<file path="src/hw/tpwm_pkg.sv">
// package: register map, field layout, mode codes and helper functions of the pwm timer
package tpwm_pkg;
    // register byte offsets on the apb bus
    localparam logic [7:0]  ADDR_CTRL   = 8'h00;
    localparam logic [7:0]  ADDR_CNT    = 8'h04;
    localparam logic [7:0]  ADDR_CMPA   = 8'h08;
    localparam logic [7:0]  ADDR_CMPB   = 8'h0C;
    localparam logic [7:0]  ADDR_CAPTOP = 8'h10;
    localparam logic [7:0]  ADDR_FLAGS  = 8'h14;
    // control register fields
    localparam int          CTRL_MODE_LSB = 0;
    localparam int          CTRL_ACTA_LSB = 4;
    localparam int          CTRL_ACTB_LSB = 6;
    localparam int          CTRL_CLK_LSB  = 8;
    localparam int          CTRL_DIRA_BIT = 11;
    localparam int          CTRL_DIRB_BIT = 12;
    localparam logic [12:0] CTRL_RESET    = 13'h0000;
    // flag register bits
    localparam int          FLAG_OVF  = 0;
    localparam int          FLAG_CMPA = 1;
    localparam int          FLAG_CMPB = 2;
    localparam int          FLAG_CAP  = 3;
    localparam logic [3:0]  FLAGS_RESET = 4'h0;
    // counter landmarks
    localparam logic [15:0] CNT_BOTTOM = 16'h0000;
    localparam logic [15:0] CNT_ONE    = 16'h0001;
    localparam logic [15:0] CNT_MAX    = 16'hFFFF;
    localparam logic [15:0] TOP_8BIT   = 16'h00FF;
    localparam logic [15:0] TOP_9BIT   = 16'h01FF;
    localparam logic [15:0] TOP_10BIT  = 16'h03FF;
    // waveform_mode_select codes handled here
    localparam logic [3:0]  MODE_PC8     = 4'h1;
    localparam logic [3:0]  MODE_PC9     = 4'h2;
    localparam logic [3:0]  MODE_PC10    = 4'h3;
    localparam logic [3:0]  MODE_FP8     = 4'h5;
    localparam logic [3:0]  MODE_FP9     = 4'h6;
    localparam logic [3:0]  MODE_FP10    = 4'h7;
    localparam logic [3:0]  MODE_PC_CAP  = 4'hA;
    localparam logic [3:0]  MODE_PC_CMPA = 4'hB;
    localparam logic [3:0]  MODE_FP_CAP  = 4'hE;
    localparam logic [3:0]  MODE_FP_CMPA = 4'hF;
    // output_action_select codes
    localparam logic [1:0]  ACT_OFF    = 2'h0;
    localparam logic [1:0]  ACT_TOGGLE = 2'h1;
    localparam logic [1:0]  ACT_NONINV = 2'h2;
    localparam logic [1:0]  ACT_INV    = 2'h3;
    // prescaler: select code 0 stops, 1..5 divide by 1, 8, 64, 256, 1024
    localparam logic [2:0]  CLKSEL_STOP = 3'h0;
    localparam logic [9:0]  DIV1_LAST    = 10'h000;
    localparam logic [9:0]  DIV8_LAST    = 10'h007;
    localparam logic [9:0]  DIV64_LAST   = 10'h03F;
    localparam logic [9:0]  DIV256_LAST  = 10'h0FF;
    localparam logic [9:0]  DIV1024_LAST = 10'h3FF;

    typedef enum logic [1:0] {TPWM_SLOPE_PLAIN, TPWM_SLOPE_SINGLE, TPWM_SLOPE_DUAL} tpwm_slope_t;

    // counting style of a waveform mode
    function automatic tpwm_slope_t slope_of(input logic [3:0] mode);
        case (mode)
            MODE_PC8, MODE_PC9, MODE_PC10, MODE_PC_CAP, MODE_PC_CMPA: slope_of = TPWM_SLOPE_DUAL;
            MODE_FP8, MODE_FP9, MODE_FP10, MODE_FP_CAP, MODE_FP_CMPA: slope_of = TPWM_SLOPE_SINGLE;
            default: slope_of = TPWM_SLOPE_PLAIN;
        endcase
    endfunction : slope_of

    // top of the count; with both sources at max it is the fixed-resolution mask
    function automatic logic [15:0] top_of(input logic [3:0]  mode,
                                           input logic [15:0] captop,
                                           input logic [15:0] cmpa);
        case (mode)
            MODE_PC8, MODE_FP8:          top_of = TOP_8BIT;
            MODE_PC9, MODE_FP9:          top_of = TOP_9BIT;
            MODE_PC10, MODE_FP10:        top_of = TOP_10BIT;
            MODE_PC_CAP, MODE_FP_CAP:    top_of = captop;
            MODE_PC_CMPA, MODE_FP_CMPA:  top_of = cmpa;
            default:                     top_of = CNT_MAX;
        endcase
    endfunction : top_of

    // last prescaler count before a timer tick
    function automatic logic [9:0] div_last(input logic [2:0] sel);
        case (sel)
            3'h2:    div_last = DIV8_LAST;
            3'h3:    div_last = DIV64_LAST;
            3'h4:    div_last = DIV256_LAST;
            3'h5:    div_last = DIV1024_LAST;
            default: div_last = DIV1_LAST;
        endcase
    endfunction : div_last
endpackage : tpwm_pkg

</file>
<file path="src/hw/tpwm_prescale.sv">
// prescaler: timer clock enable derived from the i/o clock
`timescale 1ns/100ps
module tpwm_prescale import tpwm_pkg::*; (
    input  wire logic       clk,
    input  wire logic       rstn,
    input  wire logic [2:0] clk_sel,
    output logic            tick_q
);
    typedef struct packed {
        logic [9:0] count;
        logic       tick;
    } tpwm_pre_t;

    tpwm_pre_t s_q;
    tpwm_pre_t s_d;

    // >= rather than == so a shorter divider never strands the count
    always_comb begin
        s_d      = s_q;
        s_d.tick = 1'b0;
        if (clk_sel == CLKSEL_STOP) begin
            s_d.count = '0;
        end else if (s_q.count >= div_last(clk_sel)) begin
            s_d.count = '0;
            s_d.tick  = 1'b1;
        end else begin
            s_d.count = s_q.count + 10'h001;
        end
    end

    always_ff @(posedge clk) begin
        if (!rstn) begin
            s_q <= '0;
        end else begin
            s_q <= s_d;
        end
    end

    assign tick_q = s_q.tick;
endmodule : tpwm_prescale

</file>
<file path="src/hw/tpwm_chan.sv">
// compare channel: buffered compare value and waveform output level
`timescale 1ns/100ps
module tpwm_chan import tpwm_pkg::*; (
    input  wire logic        clk,
    input  wire logic        rstn,
    input  wire logic        wr_en,
    input  wire logic [15:0] wr_data,
    input  wire logic        load,
    input  wire logic        tick,
    input  wire logic [15:0] cnt,
    input  wire logic        fast,
    input  wire logic        dual,
    input  wire logic        match_up,
    input  wire logic        at_top,
    input  wire logic        toggle_ok,
    input  wire logic [1:0]  act,
    output logic [15:0]      buf_q,
    output logic [15:0]      cmp_q,
    output logic             level_q
);
    typedef struct packed {
        logic [15:0] buffer;
        logic [15:0] cmp;
        logic        level;
    } tpwm_chan_t;

    tpwm_chan_t s_q;
    tpwm_chan_t s_d;
    logic       match;

    // buffer takes writes at any time, active value only on load
    always_comb begin
        s_d   = s_q;
        match = tick && (cnt == s_q.cmp);
        if (wr_en) begin
            s_d.buffer = wr_data;
        end
        if (load) begin
            s_d.cmp = s_d.buffer;
        end
        if (match && (fast || dual)) begin
            case (act)
                ACT_TOGGLE: if (toggle_ok) s_d.level = ~s_q.level;
                ACT_NONINV: s_d.level = dual ? ~match_up : 1'b0;
                ACT_INV:    s_d.level = dual ? match_up : 1'b1;
                default:    ;
            endcase
        end
        // top-to-bottom action overrides a match at top, so compare==top is flat
        if (fast && tick && at_top) begin
            if (act == ACT_NONINV) begin
                s_d.level = 1'b1;
            end else if (act == ACT_INV) begin
                s_d.level = 1'b0;
            end
        end
    end

    always_ff @(posedge clk) begin
        if (!rstn) begin
            s_q <= '0;
        end else begin
            s_q <= s_d;
        end
    end

    assign buf_q   = s_q.buffer;
    assign cmp_q   = s_q.cmp;
    assign level_q = s_q.level;
endmodule : tpwm_chan

</file>
<file path="src/hw/tpwm_timer.sv">
// 16-bit pwm timer: fast and phase correct modes behind an apb slave
// Operation
// - in fixed-top modes, compare writes clear bits above the resolution
// - capture/top is unbuffered; set below count, counter wraps through 0xFFFF first
// - compare A writes go to a buffer, loaded at top in fast pwm
// - fast pwm output changes on match and reverts when count wraps to bottom
// - fast pwm action two and three give opposite polarities
// - output level reaches the pin only when its direction bit selects output
// - fast pwm period is prescaler times top plus one i/o clocks
// - fast pwm compare zero gives a spike, compare at top is flat
// - fast pwm mode 15 with toggle action gives 50% square wave on A
// - phase correct modes 1,2,3,10,11 count up to top and back down
// - phase correct tops: 0x00FF, 0x01FF, 0x03FF, capture/top, compare A
// - phase correct counter does not hold top; the tick at top already counts down
// - a compare match sets that channel's compare flag
// - phase correct overflow flag sets when the counter reaches bottom
// - phase correct loads compares at top; top-source flag sets then
// - phase correct action two clears on up match, sets on down match
// - phase correct period is twice prescaler times top i/o clocks
// - phase correct compare at bottom is flat low, at top flat high
// - phase correct mode 11 with toggle action gives 50% square wave on A
// - fast pwm tops: 0x00FF, 0x01FF, 0x03FF, capture/top, compare A; clear after top
// - fast pwm overflow flag sets at top, with the top-source flag
`timescale 1ns/100ps
module tpwm_timer import tpwm_pkg::*; (
    input  wire logic        clk,
    input  wire logic        rstn,
    input  wire logic        psel,
    input  wire logic        penable,
    input  wire logic        pwrite,
    input  wire logic [7:0]  paddr,
    input  wire logic [31:0] pwdata,
    output logic [31:0]      prdata,
    output logic             pready,
    output logic             pslverr,
    output logic             pin_a_out,
    output logic             pin_a_oe,
    output logic             pin_b_out,
    output logic             pin_b_oe
);
    typedef struct packed {
        logic [12:0] ctrl;
        logic [15:0] cnt;
        logic        up;
        logic [15:0] captop;
        logic [3:0]  flags;
        logic        pready;
        logic        pslverr;
        logic [31:0] prdata;
        logic        pin_a_out;
        logic        pin_a_oe;
        logic        pin_b_out;
        logic        pin_b_oe;
    } tpwm_state_t;

    tpwm_state_t s_q;
    tpwm_state_t s_d;

    logic        tick;
    logic [3:0]  mode;
    logic [1:0]  act_a;
    logic [1:0]  act_b;
    tpwm_slope_t slope;
    logic        fast;
    logic        dual;
    logic [15:0] top;
    logic [15:0] wmask;
    logic        at_top;
    logic        upd;
    logic        ld;
    logic        match_up;
    logic        toggle_ok;
    logic        commit;
    logic        wr_ctrl;
    logic        wr_cnt;
    logic        wr_cmpa;
    logic        wr_cmpb;
    logic        wr_cap;
    logic        wr_flags;
    logic        match_a;
    logic        match_b;
    logic        addr_ok;
    logic [3:0]  flag_set;
    logic [15:0] bufa_q;
    logic [15:0] bufb_q;
    logic [15:0] cmpa_q;
    logic [15:0] cmpb_q;
    logic        level_a;
    logic        level_b;
    logic [15:0] wdata16;

    // timer clock enable; the i/o clock itself never stops
    tpwm_prescale u_prescale (
        .clk     (clk),
        .rstn    (rstn),
        .clk_sel (s_q.ctrl[CTRL_CLK_LSB +: 3]),
        .tick_q  (tick)
    );

    // mode decode and counter landmarks
    always_comb begin
        mode      = s_q.ctrl[CTRL_MODE_LSB +: 4];
        act_a     = s_q.ctrl[CTRL_ACTA_LSB +: 2];
        act_b     = s_q.ctrl[CTRL_ACTB_LSB +: 2];
        slope     = slope_of(mode);
        fast      = (slope == TPWM_SLOPE_SINGLE);
        dual      = (slope == TPWM_SLOPE_DUAL);
        top       = top_of(mode, s_q.captop, cmpa_q);
        wmask     = top_of(mode, CNT_MAX, CNT_MAX);
        at_top    = (s_q.cnt == top);
        upd       = tick && at_top && (fast || dual);
        ld        = (fast || dual) ? upd : 1'b1;
        // bottom counts as rising and top as falling, giving flat extremes
        match_up  = (s_q.cnt == CNT_BOTTOM) ? 1'b1 : (at_top ? 1'b0 : s_q.up);
        toggle_ok = (mode == MODE_FP_CMPA) || (mode == MODE_PC_CMPA);
        match_a   = tick && (s_q.cnt == cmpa_q);
        match_b   = tick && (s_q.cnt == cmpb_q);
    end

    // apb decode: a write lands at the edge where pready is seen high
    always_comb begin
        commit   = psel && penable && s_q.pready;
        wr_ctrl  = commit && pwrite && (paddr == ADDR_CTRL);
        wr_cnt   = commit && pwrite && (paddr == ADDR_CNT);
        wr_cmpa  = commit && pwrite && (paddr == ADDR_CMPA);
        wr_cmpb  = commit && pwrite && (paddr == ADDR_CMPB);
        wr_cap   = commit && pwrite && (paddr == ADDR_CAPTOP);
        wr_flags = commit && pwrite && (paddr == ADDR_FLAGS);
        addr_ok  = (paddr == ADDR_CTRL) || (paddr == ADDR_CNT) || (paddr == ADDR_CMPA) ||
                   (paddr == ADDR_CMPB) || (paddr == ADDR_CAPTOP) || (paddr == ADDR_FLAGS);
        wdata16  = pwdata[15:0] & wmask;
    end

    // compare channels A and B
    tpwm_chan u_chan_a (
        .clk       (clk),
        .rstn      (rstn),
        .wr_en     (wr_cmpa),
        .wr_data   (wdata16),
        .load      (ld),
        .tick      (tick),
        .cnt       (s_q.cnt),
        .fast      (fast),
        .dual      (dual),
        .match_up  (match_up),
        .at_top    (at_top),
        .toggle_ok (toggle_ok),
        .act       (act_a),
        .buf_q     (bufa_q),
        .cmp_q     (cmpa_q),
        .level_q   (level_a)
    );

    tpwm_chan u_chan_b (
        .clk       (clk),
        .rstn      (rstn),
        .wr_en     (wr_cmpb),
        .wr_data   (wdata16),
        .load      (ld),
        .tick      (tick),
        .cnt       (s_q.cnt),
        .fast      (fast),
        .dual      (dual),
        .match_up  (match_up),
        .at_top    (at_top),
        .toggle_ok (1'b0),
        .act       (act_b),
        .buf_q     (bufb_q),
        .cmp_q     (cmpb_q),
        .level_q   (level_b)
    );

    // flag sources; other modes count plainly and overflow at max
    always_comb begin
        flag_set = 4'h0;
        if (tick) begin
            if (fast) begin
                flag_set[FLAG_OVF] = at_top;
            end else if (dual) begin
                flag_set[FLAG_OVF] = (s_q.cnt == CNT_BOTTOM) && !s_q.up;
            end else begin
                flag_set[FLAG_OVF] = (s_q.cnt == CNT_MAX);
            end
        end
        flag_set[FLAG_CMPA] = match_a || (upd && toggle_ok);
        flag_set[FLAG_CMPB] = match_b;
        flag_set[FLAG_CAP]  = upd && ((mode == MODE_PC_CAP) || (mode == MODE_FP_CAP));
    end

    // next state: counter, registers, bus answer and pins
    always_comb begin
        s_d = s_q;
        if (tick) begin
            if (dual) begin
                if (s_q.up) begin
                    if (at_top) begin
                        s_d.up  = 1'b0;
                        s_d.cnt = s_q.cnt - CNT_ONE;
                    end else begin
                        s_d.cnt = s_q.cnt + CNT_ONE;
                    end
                end else if (s_q.cnt == CNT_BOTTOM) begin
                    s_d.up  = 1'b1;
                    s_d.cnt = s_q.cnt + CNT_ONE;
                end else begin
                    s_d.cnt = s_q.cnt - CNT_ONE;
                end
            end else if (fast && at_top) begin
                s_d.cnt = CNT_BOTTOM;
            end else begin
                s_d.cnt = s_q.cnt + CNT_ONE;
            end
        end
        if (!dual) begin
            s_d.up = 1'b1;
        end
        // a software write to the counter beats the tick
        if (wr_cnt) begin
            s_d.cnt = pwdata[15:0];
        end
        if (wr_ctrl) begin
            s_d.ctrl = pwdata[12:0];
        end
        if (wr_cap) begin
            s_d.captop = pwdata[15:0];
        end
        // write-one-to-clear, a same-cycle set wins
        s_d.flags = (s_q.flags & ~(wr_flags ? pwdata[3:0] : 4'h0)) | flag_set;
        // one wait state so read data comes from a flop
        s_d.pready  = psel && penable && !s_q.pready;
        s_d.pslverr = 1'b0;
        s_d.prdata  = 32'h0000_0000;
        if (psel && penable && !s_q.pready) begin
            s_d.pslverr = !addr_ok;
            case (paddr)
                ADDR_CTRL:   s_d.prdata = {19'h0_0000, s_q.ctrl};
                ADDR_CNT:    s_d.prdata = {16'h0000, s_q.cnt};
                ADDR_CMPA:   s_d.prdata = {16'h0000, bufa_q};
                ADDR_CMPB:   s_d.prdata = {16'h0000, bufb_q};
                ADDR_CAPTOP: s_d.prdata = {16'h0000, s_q.captop};
                ADDR_FLAGS:  s_d.prdata = {28'h000_0000, s_q.flags};
                default:     s_d.prdata = 32'h0000_0000;
            endcase
        end
        // the pin shows the level only while its direction bit drives it
        s_d.pin_a_oe  = s_q.ctrl[CTRL_DIRA_BIT];
        s_d.pin_a_out = level_a && s_q.ctrl[CTRL_DIRA_BIT];
        s_d.pin_b_oe  = s_q.ctrl[CTRL_DIRB_BIT];
        s_d.pin_b_out = level_b && s_q.ctrl[CTRL_DIRB_BIT];
    end

    always_ff @(posedge clk) begin
        if (!rstn) begin
            s_q        <= '0;
            s_q.ctrl   <= CTRL_RESET;
            s_q.cnt    <= CNT_BOTTOM;
            s_q.up     <= 1'b1;
            s_q.flags  <= FLAGS_RESET;
        end else begin
            s_q <= s_d;
        end
    end

    assign prdata    = s_q.prdata;
    assign pready    = s_q.pready;
    assign pslverr   = s_q.pslverr;
    assign pin_a_out = s_q.pin_a_out;
    assign pin_a_oe  = s_q.pin_a_oe;
    assign pin_b_out = s_q.pin_b_out;
    assign pin_b_oe  = s_q.pin_b_oe;
endmodule : tpwm_timer

</file>
<file path="config.mk">
export PLATFORM = sky130hd
export DESIGN_NAME = tpwm_timer
export DESIGN_NICKNAME = d
export VERILOG_FILES = /design/src/hw/tpwm_pkg.sv /design/src/hw/tpwm_prescale.sv /design/src/hw/tpwm_chan.sv /design/src/hw/tpwm_timer.sv
export SDC_FILE = /design/constraint.sdc
export NUM_CORES = 1
export LEC_CHECK = 0
export BUFFER_PORTS_ARGS = -buffer_cell sky130_fd_sc_hd__buf_4
export CAP_MARGIN = 30
export CORE_MARGIN = 2
export CORE_UTILIZATION = 46
export CTS_CLUSTER_DIAMETER = 200
export DETAILED_ROUTE_END_ITERATION = 10
export GPL_ROUTABILITY_DRIVEN = 1
export MAX_ROUTING_LAYER = met4
export PLACE_DENSITY = 0.66
export SLEW_MARGIN = 15
export SYNTH_ARGS = -nofsm -noshare
export SYNTH_HDL_FRONTEND = slang
export SYNTH_SLANG_ARGS = --single-unit
</file>
<file path="constraint.sdc">
create_clock -name clk -period 5.75 [get_ports clk]
set_clock_uncertainty 0.2 [all_clocks]
set_input_delay 1.725 -clock clk [delete_from_list [all_inputs] [get_ports clk]]
set_output_delay 1.725 -clock clk [all_outputs]
set_load 0.01 [all_outputs]
</file>
== Yosys cells after proc, flatten, opt, wreduce, memory -nomap -nowiden ==
Memories as Yosys holds them, arrays and structs flattened. A register that Yosys moved wholly into a read port is not among the register bits.
Index checks and enable logic that the tools add are counted.

* Output and inout port bits: 38
* Flip-flop bits (word level): 165
* ROM bits: 160
* Memories: 2
* Input bits: 45
* Logic and storage cells: 154

{| class="wikitable"
|+ Memories
! name !! words !! bits a word !! rd ports !! clocked after Yosys merged registers in !! wr ports !! RTL line !! RTL
|-
| (name not given) || 16 || 8 || 1 || 1 || 0 || tpwm_pkg.sv:70 || <nowiki>case (mode)</nowiki>
|-
| (name not given) || 16 || 2 || 1 || 1 || 0 || tpwm_pkg.sv:59 || <nowiki>case (mode)</nowiki>
|}

* Magnitude comparators: 1
* Reduce and logical (&&, ||, !) cells: 50
* Eq/ne operators: 30
* $add $sub $neg: 3
* Mux-type cells: 41
* Bitwise operators: 7

{| class="wikitable"
|+ Operator list
! kind !! number
|-
| $mux W16 || 7
|-
| $pmux W16 S6 || 1
|-
| $pmux W16 S5 || 1
|-
| $eq A16 B16 Y1 || 3
|-
| $pmux W10 S4 || 1
|-
| $mux W17 || 2
|-
| $logic_and A1 B1 Y1 || 24
|-
| $mux W1 || 21
|-
| $mux W4 || 5
|-
| $add A16 B1 Y16 const B || 1
|-
| $and A16 B16 Y16 || 1
|-
| $eq A16 B16 Y1 const B || 1
|-
| $eq A4 B4 Y1 const B || 4
|-
| $eq A8 B4 Y1 const B || 2
|-
| $eq A8 B5 Y1 const B || 2
|-
| $logic_not A16 Y1 || 1
|-
| $sub A16 B1 Y16 const B || 1
|-
| $eq A4 B3 Y1 const B || 3
|-
| $reduce_or A2 Y1 || 6
|-
| $add A10 B1 Y10 const B || 1
|-
| $eq A2 B2 Y1 const B || 5
|-
| $ge A10 B10 Y1 || 1
|-
| $mux W10 || 1
|-
| $logic_or A1 B1 Y1 || 9
|-
| other kinds (18) || 28
|}

== Logic depth before layout (Yosys ltp) ==
Gate-level depths: netlist of run 1.

* Word-level depth: 13
* Gate-level depth with buffers: 13
* Gate-level depth less buffers: 13

== Hierarchy ==
From an unflattened synthesis of run 1, not the netlist that was laid out.

* Cells, all modules: 1,014
* Area total of the unflattened synthesis: 8,782.2 um2

{| class="wikitable"
|+ Modules (own cells, without submodules)
! module !! times used !! area each (um2) !! seq. area each (um2) !! cells each
|-
| tpwm_timer || 1 || 5,203.7 || 1,541.5 || 655
|-
| tpwm_chan || 2 || 1,437.6 || 660.6 || 141
|-
| tpwm_prescale || 1 || 703.2 || 220.2 || 77
|}

== Worst setup path after synthesis of run 1 ==
Ideal clock, no wire load.

* Path kind: input -> register
* Start point: input port paddr[5]
* End point: register u_chan_a.s_q, in the netlist u_chan_a.cmp_q[13]
* Setup slack: 1,786 ps
* Cell stages on the path: 10
* Library setup time: 86 ps
* Path buffers: 2
* Data arrival time: 3,679 ps
* Data required time: 5,464 ps
* Path through: nor3_1 nand2_1 nor2_1 clkbuf_1 nand2_1 nor3_1 clkbuf_1 and3_1 a21oi_1 a211oi_1

* Cells in the longest elaborated chain, start to end: 3

{| class="wikitable"
|+ Ends and longest elaborated chain
! what !! RTL line !! RTL
|-
| start, declared || tpwm_timer.sv:31 || <nowiki>input wire logic [7:0] paddr,</nowiki>
|-
| $eq A8 B4 Y1 || tpwm_timer.sv:125 || <nowiki>wr_cmpa = commit && pwrite && (paddr == ADDR_CMPA);</nowiki>
|-
| $logic_and A1 B1 Y1 || tpwm_timer.sv:125 ||
|-
| $mux W16 || tpwm_chan.sv:35 || <nowiki>if (wr_en) begin</nowiki>
|-
| end signal, assigned || tpwm_chan.sv:61 || <nowiki>s_q <= '0;</nowiki>
|-
| end signal, assigned || tpwm_chan.sv:63 || <nowiki>s_q <= s_d;</nowiki>
|-
| end, declared || tpwm_chan.sv:27 || <nowiki>tpwm_chan_t s_q;</nowiki>
|}

No other way between the ends.
A chain may end at the register's enable or synchronous reset.

== Final worst setup path of run 1 ==
* Start point: register s_q, in the netlist mode[0]
* End point: register, netlist name s_q[68]

* Cells in the longest elaborated chain, start to end: 9
* Elaborated cells between the ends (all ways): 24
* Those cells by class: 11 x eq/ne; 7 x mux; 6 x reduce/logical

{| class="wikitable"
|+ Ends and longest elaborated chain
! what !! RTL line !! RTL
|-
| start, declared || tpwm_timer.sv:56 || <nowiki>tpwm_state_t s_q;</nowiki>
|-
| $eq A4 B4 Y1 (tied with other cells) || tpwm_pkg.sv:70 ||
|-
| $reduce_or A2 Y1 || tpwm_pkg.sv:70 ||
|-
| $pmux W16 S5 (*) || tpwm_pkg.sv:70 ||
|-
| $eq A16 B16 Y1 (*) || tpwm_timer.sv:110 || <nowiki>at_top = (s_q.cnt == top);</nowiki>
|-
| $mux W16 or $logic_and A1 B1 Y1 (tied branches) || tpwm_timer.sv:196, tpwm_timer.sv:208 ||
|-
| $mux W17 or $mux W16 (tied branches) || tpwm_timer.sv:195, tpwm_timer.sv:208 ||
|-
| $mux W16 (*) || tpwm_timer.sv:194 || <nowiki>if (dual) begin</nowiki>
|-
| $mux W17 (*) || tpwm_timer.sv:193 || <nowiki>if (tick) begin</nowiki>
|-
| $mux W16 (*) || tpwm_timer.sv:218 || <nowiki>if (wr_cnt) begin</nowiki>
|}

Mark *: on every way between the ends. The rest lies on a longest branch, timed or not. The select of a mux whose other input is x is not followed.

==> impl_metrics.xml, run 1 <==
<?xml version="1.0" encoding="UTF-8"?>
<metrics>
  <group name="layout">
    <metric name="multi_input_area" unit="sq mm">0.00465</metric>
    <metric name="syn_to_final_growth" unit="%">10.8</metric>
    <metric name="nets" unit="">1047</metric>
    <metric name="layout_commonest_cell" unit="">dfxtp_1</metric>
    <metric name="layoutNonFillerInstCount" unit="">1224</metric>
    <metric name="ff_latch_area" unit="sq mm">0.00308</metric>
    <metric name="fillerInstances" unit="">1710</metric>
    <metric name="post_route_cells_drive_above_1_share" unit="">0.114</metric>
    <metric name="antenna-diode-count" unit="">0</metric>
    <metric name="mostFrequentLayoutCells" unit="">154 x dfxtp_1, 126 x nor2_1, 72 x nand2_1</metric>
  </group>
  <group name="floorplanning">
    <metric name="die_height" unit="um">138</metric>
    <metric name="io_pins" unit="">83</metric>
    <metric name="placementRows" unit="">49</metric>
    <metric name="die_x" unit="um">138</metric>
    <metric name="design.die.area" unit="sq mm">0.0191</metric>
    <metric name="fp.coreArea" unit="sq mm">0.0178</metric>
    <metric name="start_util" unit="">0.464</metric>
  </group>
  <group name="route">
    <metric name="via_count" unit="">7129</metric>
    <metric name="drt_wl_total" unit="um">24200</metric>
    <metric name="drt_first_pass_iters" unit="">6</metric>
    <metric name="drt-initial-drc-count" unit="">808</metric>
    <metric name="remaining_drcs" unit="">0</metric>
    <metric name="average_detailed_routed_wire_length_per_instance" unit="um">19.8</metric>
    <metric name="drt.antenna.violating_nets" unit="">0</metric>
    <metric name="drt-vias-per-instance" unit="">5.82</metric>
  </group>
  <group name="synthesis">
    <metric name="synth.yosys.seq_area_share" unit="">0.372</metric>
    <metric name="synth-compound-area-share" unit="">0.167</metric>
    <metric name="yosys_warnings" unit="">0</metric>
    <metric name="post_synth_inst_count" unit="">988</metric>
    <metric name="postSynth.topFlopCell" unit="">dfxtp_1</metric>
    <metric name="synth-edff-count" unit="">0</metric>
    <metric name="postSynthAreaPerCell" unit="sq um">8.38</metric>
    <metric name="synth_mux_area_frac" unit="">0.0814</metric>
    <metric name="largest_family_of_logic_cells_by_synthesized_area" unit="">simple AND/OR/NAND/NOR gates</metric>
    <metric name="post_synth_and_or_nand_nor_area_fraction" unit="">0.212</metric>
    <metric name="unique_cell_type_count_in_the_yosys_netlist" unit="">70</metric>
    <metric name="synth_xor_xnor_area_share" unit="">0.0655</metric>
    <metric name="synth_adder_area_share" unit="">0.0272</metric>
    <metric name="async_reset_ff_frac" unit="">0</metric>
    <metric name="yosys_register_bits" unit="">154</metric>
    <metric name="netlist_area" unit="sq mm">0.00828</metric>
  </group>
  <group name="critical_path">
    <metric name="worst-path-max-fanout" unit="">18</metric>
    <metric name="path_class" unit="">reg -&gt; reg</metric>
    <metric name="worst_setup_path_end_kind" unit="">flop</metric>
    <metric name="crit_required" unit="ns">5.86</metric>
    <metric name="worstPathArrival" unit="ns">4.37</metric>
    <metric name="worst_setup_path_start_kind" unit="">flop</metric>
  </group>
  <group name="min_path">
    <metric name="timing.hold.worst.class" unit="">reg -&gt; reg</metric>
  </group>
  <group name="clock_tree">
    <metric name="numCtsBuffers" unit="">17</metric>
    <metric name="worstSkewPairLatency" unit="ns">0.44</metric>
    <metric name="cts.hold.buffers_added" unit="">0</metric>
    <metric name="clock_tree_from_tritoncts" unit="">built</metric>
    <metric name="clk_path_buf_depth" unit="">2</metric>
    <metric name="clock_tree.htree_level_count" unit="">4</metric>
    <metric name="clkSinkCount" unit="">154</metric>
    <metric name="path_clk_slew" unit="ns">0.07</metric>
    <metric name="clock-root-buffer" unit="">clkbuf_16</metric>
    <metric name="cts.repair.resized" unit="">0</metric>
    <metric name="cts_setup_buffers" unit="">0</metric>
  </group>
  <group name="global_routing">
    <metric name="busiest_layer" unit="">met2</metric>
    <metric name="grt_max_degree" unit="">41</metric>
    <metric name="grt_util_met3" unit="">0.0533</metric>
    <metric name="grt_use_met1" unit="">0.351</metric>
    <metric name="initial_antenna_violation_count" unit="">0</metric>
    <metric name="global_route.overflow_total" unit="">0</metric>
    <metric name="grt_pass1_vias" unit="">6595</metric>
    <metric name="grt_first_pass_wirelength" unit="um">37700</metric>
    <metric name="grt_use_met2" unit="">0.390</metric>
    <metric name="gr-usage-all-layers" unit="">0.260</metric>
  </group>
  <group name="placement">
    <metric name="port-buffer-count" unit="">50</metric>
    <metric name="place_inst" unit="">1192</metric>
    <metric name="dp_hpwl" unit="um">17100</metric>
    <metric name="routabilityCongestion" unit="">0.988</metric>
  </group>
  <group name="power_and_ir_drop">
    <metric name="internal_power" unit="mW">1.73</metric>
    <metric name="powerDensity" unit="mW/mm^2">244</metric>
    <metric name="switching_share" unit="">0.226</metric>
    <metric name="power.ir.vdd_worst" unit="mV">0.245</metric>
    <metric name="p_leak" unit="nW">3.84</metric>
    <metric name="switchingPower" unit="uW">507</metric>
    <metric name="p_clk_frac" unit="">0.494</metric>
    <metric name="power_frac_seq" unit="">0.476</metric>
    <metric name="power.combinational.fraction" unit="">0.030</metric>
  </group>
  <group name="timing">
    <metric name="setup-violations-final" unit="">0</metric>
    <metric name="timing.final.max_slew_violations" unit="">0</metric>
    <metric name="slew_headroom" unit="">0.429</metric>
    <metric name="hold_worst_slack" unit="ns">0.274</metric>
    <metric name="timing_worst_slew_pin_value" unit="ns">0.855</metric>
    <metric name="hold_violations" unit="">0</metric>
    <metric name="maxClockFrequency" unit="GHz">0.235</metric>
    <metric name="rsz0062_at_grt" unit="">false</metric>
    <metric name="tns" unit="ns">0</metric>
    <metric name="finalWorstPathRequiredPeriod" unit="ns">4.25</metric>
    <metric name="fin_crit_sh" unit="">0.740</metric>
  </group>
  <group name="run_status">
    <metric name="run_status" unit="">completed</metric>
  </group>
  <group name="job">
    <metric name="cap_viol_max_count" unit="">0</metric>
  </group>
</metrics>
layout make-up:
cell class / count / area share
Sequential cell: 154 / 0.336
Multi-Input combinational cell: 723 / 0.507
Clock buffer: 20 / 0.0487
Tap cell: 229 / 0.0312
Clock inverter: 10 / 0.0132
Inverter: 23 / 0.00954
Timing Repair Buffer: 65 / 0.0545
metal layers:
metal	share of wire	wire length, um	vias up
li1	-	-	3447
met1	0.45	11000	3361
met2	0.45	10800	277
met3	0.071	1720	44
met4	0.028	669	0
met5	0	0	-
logic make-up after synthesis:
family	count (synthesis)
other	1
XOR/XNOR	62
flip-flops	154
adder cells (fa/ha/maj)	18
AND/OR/NAND/NOR	356
AO/OA/AOI/OAI	206
multiplexers	65
buffers and inverters	126
synthesized netlist by cell type, types with 6 or more instances:
| library cell | instances | share of area |
|---|---|---|
| a21oi_1 | 64 | 0.039 |
| inv_1 | 23 | 0.010 |
| or3_1 | 6 | 0.0045 |
| o22ai_1 | 18 | 0.014 |
| and3_1 | 30 | 0.023 |
| mux2i_1 | 57 | 0.069 |
| nor4_1 | 16 | 0.012 |
| o21ai_0 | 22 | 0.013 |
| nand3_1 | 19 | 0.011 |
| a211oi_1 | 35 | 0.032 |
| buf_2 | 9 | 0.0054 |
| nor3_1 | 19 | 0.011 |
| xor2_1 | 40 | 0.042 |
| xnor2_1 | 22 | 0.023 |
| clkbuf_1 | 54 | 0.024 |
| a21boi_0 | 15 | 0.014 |
| ha_1 | 18 | 0.027 |
| nand2_1 | 72 | 0.033 |
| nand2b_1 | 8 | 0.0060 |
| a22oi_1 | 7 | 0.0063 |
| buf_4 | 33 | 0.030 |
| dfxtp_1 | 154 | 0.37 |
| a222oi_1 | 10 | 0.012 |
| nor2_1 | 126 | 0.057 |
| and2_1 | 8 | 0.0060 |
| nor3b_1 | 14 | 0.013 |
| mux2_2 | 6 | 0.0082 |
| nand4_1 | 10 | 0.0076 |
power groups by stage:
stage / combinational (mW) / sequential (mW) / clock, mW
detailed placement: 0.0675 / 1.09 / 0
finish: 0.0677 / 1.07 / 1.11
floorplan: 0.0362 / 1.09 / 0
global route: 0.0720 / 1.07 / 1.16
CTS: 0.0677 / 1.07 / 1.12
global placement: 0.0676 / 1.09 / 0
metrics by stage:
step	util	instance area [sq um]	power, mW	worst slack (ns)
2_1_floorplan	-	8340	1.13	1.79
4_1_cts	0.514	9160	2.25	1.51
5_1_grt	0.514	9180	2.30	1.24
3_5_place_dp	0.482	8600	1.16	1.42
3_3_place_gp	0.482	8600	1.16	1.42
6_report	0.514	9180	2.24	1.50
sequential cells by signal, summed over array words and instances, names as in the netlist, 3 cells and up:
register	flops
u_chan_a.buf_q	16
u_chan_b.buf_q	16
s_q	40
u_chan_a.cmp_q	16
wmask	3
prdata	16
u_chan_b.cmp_q	16
mode	4
u_prescale.s_q	10
worst max-delay path: stages, from the launching register on:
cell       delay, ns
dfxtp_1         0.88
buf_4           0.34
a21boi_0        0.14
o221ai_1        0.21
or3b_2          0.46
nand4bb_1       0.24
o41ai_4         0.48
nand3_4         0.31
and4_4          0.29
or3_1           0.34
a32o_1          0.25
worst paths after layout:
path	from	end	slack, ns	depth (start not counted)
worst max-delay path	mode[0]	s_q[68]	1.50	10
worst min-delay path	s_q[54]	s_q[54]	0.27	2
worst max register to register	mode[0]	s_q[68]	1.50	10
worst min register to register	s_q[54]	s_q[54]	0.27	2
No activity file was read; power rests on OpenSTA's default activity.
==> inputs of run 2 (changes only) <==
Settings changed: ABC_AREA from default to 1, PLACE_DENSITY 0.66 to 0.65.
Clock period 5.75 ns to 4 ns, I/O delays scaled along.
==> run 2 against run 1 <==
  * Area after synthesis increased by 5.4%
  * Critical path depth rose by 5
  * Global-route usage increased by 5.5 points
  * Sequential power up 43%
  * First-iteration DRC count grew 15%
  * Maximum frequency up 24%
  * Design area is 6.6% higher
  * Critical path type unchanged
  * Wire length grew 24%
  * Largest power group unchanged
  * Die area grew 5.3%
  * Flip-flop and latch count unchanged
==> impl_metrics.xml, run 2 <==
<?xml version="1.0" encoding="UTF-8"?>
<metrics>
  <group name="power_and_ir_drop">
    <metric name="power.ir.vdd_worst" unit="mV">0.288</metric>
    <metric name="p_leak" unit="nW">4.02</metric>
    <metric name="powerDensity" unit="mW/mm^2">339</metric>
    <metric name="total_power" unit="mW">3.32</metric>
  </group>
  <group name="synthesis">
    <metric name="post_synth_inst_count" unit="">1303</metric>
    <metric name="synth_top_cell_area_share" unit="">0.353</metric>
    <metric name="postSynth.topFlopCell" unit="">dfxtp_1</metric>
    <metric name="async_reset_ff_frac" unit="">0</metric>
    <metric name="synth-edff-count" unit="">0</metric>
    <metric name="yosys_warnings" unit="">0</metric>
    <metric name="synth_area_leaders" unit="">dfxtp_1 35%, nand2_1 11%, nor2_1 7.0%, inv_1 6.3%, a21oi_1 5.1%</metric>
    <metric name="yosys_register_bits" unit="">154</metric>
    <metric name="synth_largest_area_cell" unit="">dfxtp_1</metric>
    <metric name="netlist_area" unit="sq mm">0.00873</metric>
    <metric name="synth.yosys.seq_area_share" unit="">0.353</metric>
    <metric name="unique_cell_type_count_in_the_yosys_netlist" unit="">44</metric>
    <metric name="postSynthAreaPerCell" unit="sq um">6.70</metric>
    <metric name="most_numerous_cell_in_the_yosys_netlist" unit="">nand2_1</metric>
    <metric name="synth_common_cells" unit="">258 x nand2_1, 163 x nor2_1, 154 x dfxtp_1, 147 x inv_1, 89 x a21oi_1</metric>
  </group>
  <group name="critical_path">
    <metric name="worst_setup_path_start_kind" unit="">flop</metric>
    <metric name="worst_path_max_delay_cell" unit="">dfxtp_1</metric>
    <metric name="worstPathArrival" unit="ns">3.53</metric>
    <metric name="worst-path-max-fanout" unit="">19</metric>
    <metric name="worst_setup_path_end_kind" unit="">flop</metric>
    <metric name="worst_r2r_path_cells" unit="">15</metric>
    <metric name="critical-path-top-cell-by-count" unit="">nand2_1</metric>
    <metric name="crit_required" unit="ns">4.10</metric>
    <metric name="crit_path_cell_trace" unit="">nand2_2 -&gt; nor2_4 -&gt; nand2_1 -&gt; nand3_1 -&gt; nand2_1 -&gt; nor2_1 -&gt; nand2_1 -&gt; nor2_2 -&gt; nand3_4 -&gt; nand2_2 -&gt; nand2_1 -&gt; nand2_1 -&gt; nand3_1 -&gt; nand2_1 -&gt; a21oi_1</metric>
    <metric name="path_class" unit="">reg -&gt; reg</metric>
    <metric name="critical-path-max-stage-delay" unit="ns">0.53</metric>
  </group>
  <group name="placement">
    <metric name="dp_hpwl" unit="um">22400</metric>
    <metric name="port-buffer-count" unit="">50</metric>
    <metric name="routabilityCongestion" unit="">1.04</metric>
    <metric name="place_inst" unit="">1541</metric>
  </group>
  <group name="layout">
    <metric name="fillerInstances" unit="">1888</metric>
    <metric name="post_route_cells_drive_above_1_share" unit="">0.0963</metric>
    <metric name="top_register" unit="">s_q</metric>
    <metric name="layout_commonest_cell" unit="">nand2_1</metric>
    <metric name="largest_register_ff_count" unit="">40</metric>
    <metric name="antenna-diode-count" unit="">0</metric>
    <metric name="nets" unit="">1389</metric>
    <metric name="mostFrequentLayoutCells" unit="">258 x nand2_1, 162 x nor2_1, 154 x dfxtp_1</metric>
    <metric name="syn_to_final_growth" unit="%">12.0</metric>
    <metric name="layoutNonFillerInstCount" unit="">1573</metric>
  </group>
  <group name="floorplanning">
    <metric name="placementRows" unit="">50</metric>
    <metric name="io_pins" unit="">83</metric>
    <metric name="die_height" unit="um">142</metric>
    <metric name="design.die.area" unit="sq mm">0.0201</metric>
    <metric name="fp.coreArea" unit="sq mm">0.0186</metric>
    <metric name="start_util" unit="">0.468</metric>
    <metric name="die_x" unit="um">142</metric>
  </group>
  <group name="route">
    <metric name="remaining_drcs" unit="">0</metric>
    <metric name="drt_first_pass_iters" unit="">6</metric>
    <metric name="via_count" unit="">8949</metric>
    <metric name="average_detailed_routed_wire_length_per_instance" unit="um">19.1</metric>
    <metric name="drt-initial-drc-count" unit="">927</metric>
    <metric name="drt_wl_total" unit="um">30000</metric>
    <metric name="drt.antenna.violating_nets" unit="">0</metric>
    <metric name="drt-vias-per-instance" unit="">5.69</metric>
  </group>
  <group name="min_path">
    <metric name="whs_path_depth" unit="">2</metric>
    <metric name="timing.hold.worst.class" unit="">reg -&gt; reg</metric>
  </group>
  <group name="run_status">
    <metric name="run_status" unit="">completed</metric>
  </group>
  <group name="timing">
    <metric name="timing_worst_slew_pin_value" unit="ns">0.642</metric>
    <metric name="fin_crit_sh" unit="">0.858</metric>
    <metric name="maxClockFrequency" unit="GHz">0.291</metric>
    <metric name="slew_headroom" unit="">0.572</metric>
    <metric name="setup-violations-final" unit="">0</metric>
    <metric name="tns" unit="ns">0</metric>
    <metric name="rsz0062_at_grt" unit="">false</metric>
    <metric name="timing.final.max_slew_violations" unit="">0</metric>
    <metric name="finalWorstPathRequiredPeriod" unit="ns">3.43</metric>
    <metric name="hold_worst_slack" unit="ns">0.263</metric>
    <metric name="hold_violations" unit="">0</metric>
  </group>
  <group name="job">
    <metric name="cap_viol_max_count" unit="">0</metric>
  </group>
  <group name="clock_tree">
    <metric name="cts.repair.resized" unit="">0</metric>
    <metric name="clk_path_buf_depth" unit="">2</metric>
    <metric name="clkSinkCount" unit="">154</metric>
    <metric name="numCtsBuffers" unit="">17</metric>
    <metric name="worstSkewPairLatency" unit="ns">0.44</metric>
    <metric name="clock_tree_from_tritoncts" unit="">built</metric>
    <metric name="clock_tree.htree_level_count" unit="">4</metric>
    <metric name="path_clk_slew" unit="ns">0.07</metric>
    <metric name="clock-root-buffer" unit="">clkbuf_16</metric>
    <metric name="cts_setup_buffers" unit="">0</metric>
    <metric name="cts.hold.buffers_added" unit="">0</metric>
  </group>
  <group name="global_routing">
    <metric name="grt_pass1_vias" unit="">8224</metric>
    <metric name="grt_max_degree" unit="">65</metric>
    <metric name="grt_first_pass_wirelength" unit="um">46200</metric>
    <metric name="gr-usage-all-layers" unit="">0.315</metric>
    <metric name="initial_antenna_violation_count" unit="">0</metric>
    <metric name="global_route.overflow_total" unit="">0</metric>
  </group>
</metrics>
[run 2: cell count changes after synthesis, moves of 25 or more]
cell	delta
nor2_1	+37
inv_1	+124
and3_1	-30
a21oi_1	+25
nand2_1	+186
nand3_1	+65
o21ai_1	+32
o21ai_0	+38
nand4_1	+27
mux2i_1	-57
[run 2: final cells by class]
type,count,area (sq um),area share
Tap cell,234,293,0.0299
Clock inverter,13,168,0.0171
Clock buffer,19,433,0.0443
Timing Repair Buffer,77,603,0.0617
Inverter,160,601,0.0614
Multi-Input combinational cell,916,4600,0.470
Sequential cell,154,3080,0.315
[run 2: power breakdown]
part	switching (mW)	total [mW]	internal, mW
clock network	0.692	1.68	0.989
logic	0.0712	0.102	0.0309
registers	0.000595	1.53	1.53
[run 2: per-stage QoR]
stage	setup slack, ns	cell area, sq um	utilization
floorplan	0.496	8790	-
global placement	0.329	9180	0.492
detailed placement	0.273	9180	0.492
CTS	0.630	9780	0.525
global route	0.327	9780	0.525
finish	0.569	9780	0.525
[run 2: cell families after synthesis]
family / after synthesis / share of synthesized area
xor+xnor: 39 / 0.0391
simple gates: 597 / 0.295
other cells: 1 / 0.000429
buf+inv: 248 / 0.127
compound gates: 246 / 0.159
flops: 154 / 0.353
fa+ha+maj: 18 / 0.0258
[run 2: critical path, delay by kind of cell (launching register included)]
family,cells,cell delay (ns)
DFF,1,0.53
AOI/OAI and AO/OA,1,0.06
and+or+nand+nor,14,2.50
[run 2: path summary, 6_finish.rpt]
| path | startpoint | to | slack (ns) |
|---|---|---|---|
| max | mode[0] | s_q[62] | 0.57 |
| min | u_chan_b.level_q | pin_b_out | 0.26 |
| max reg2reg | mode[0] | s_q[62] | 0.57 |
| min reg2reg | u_chan_b.level_q | pin_b_out | 0.26 |
[run 2: routing by layer]
layer | GRT usage | vias up | wire length, um
met3 | 0.0776 | 86 | 2860
met1 | 0.393 | 4113 | 12400
met5 | - | - | 0
met2 | 0.486 | 469 | 13500
met4 | 0.135 | 0 | 1220
li1 | - | 4281 | -
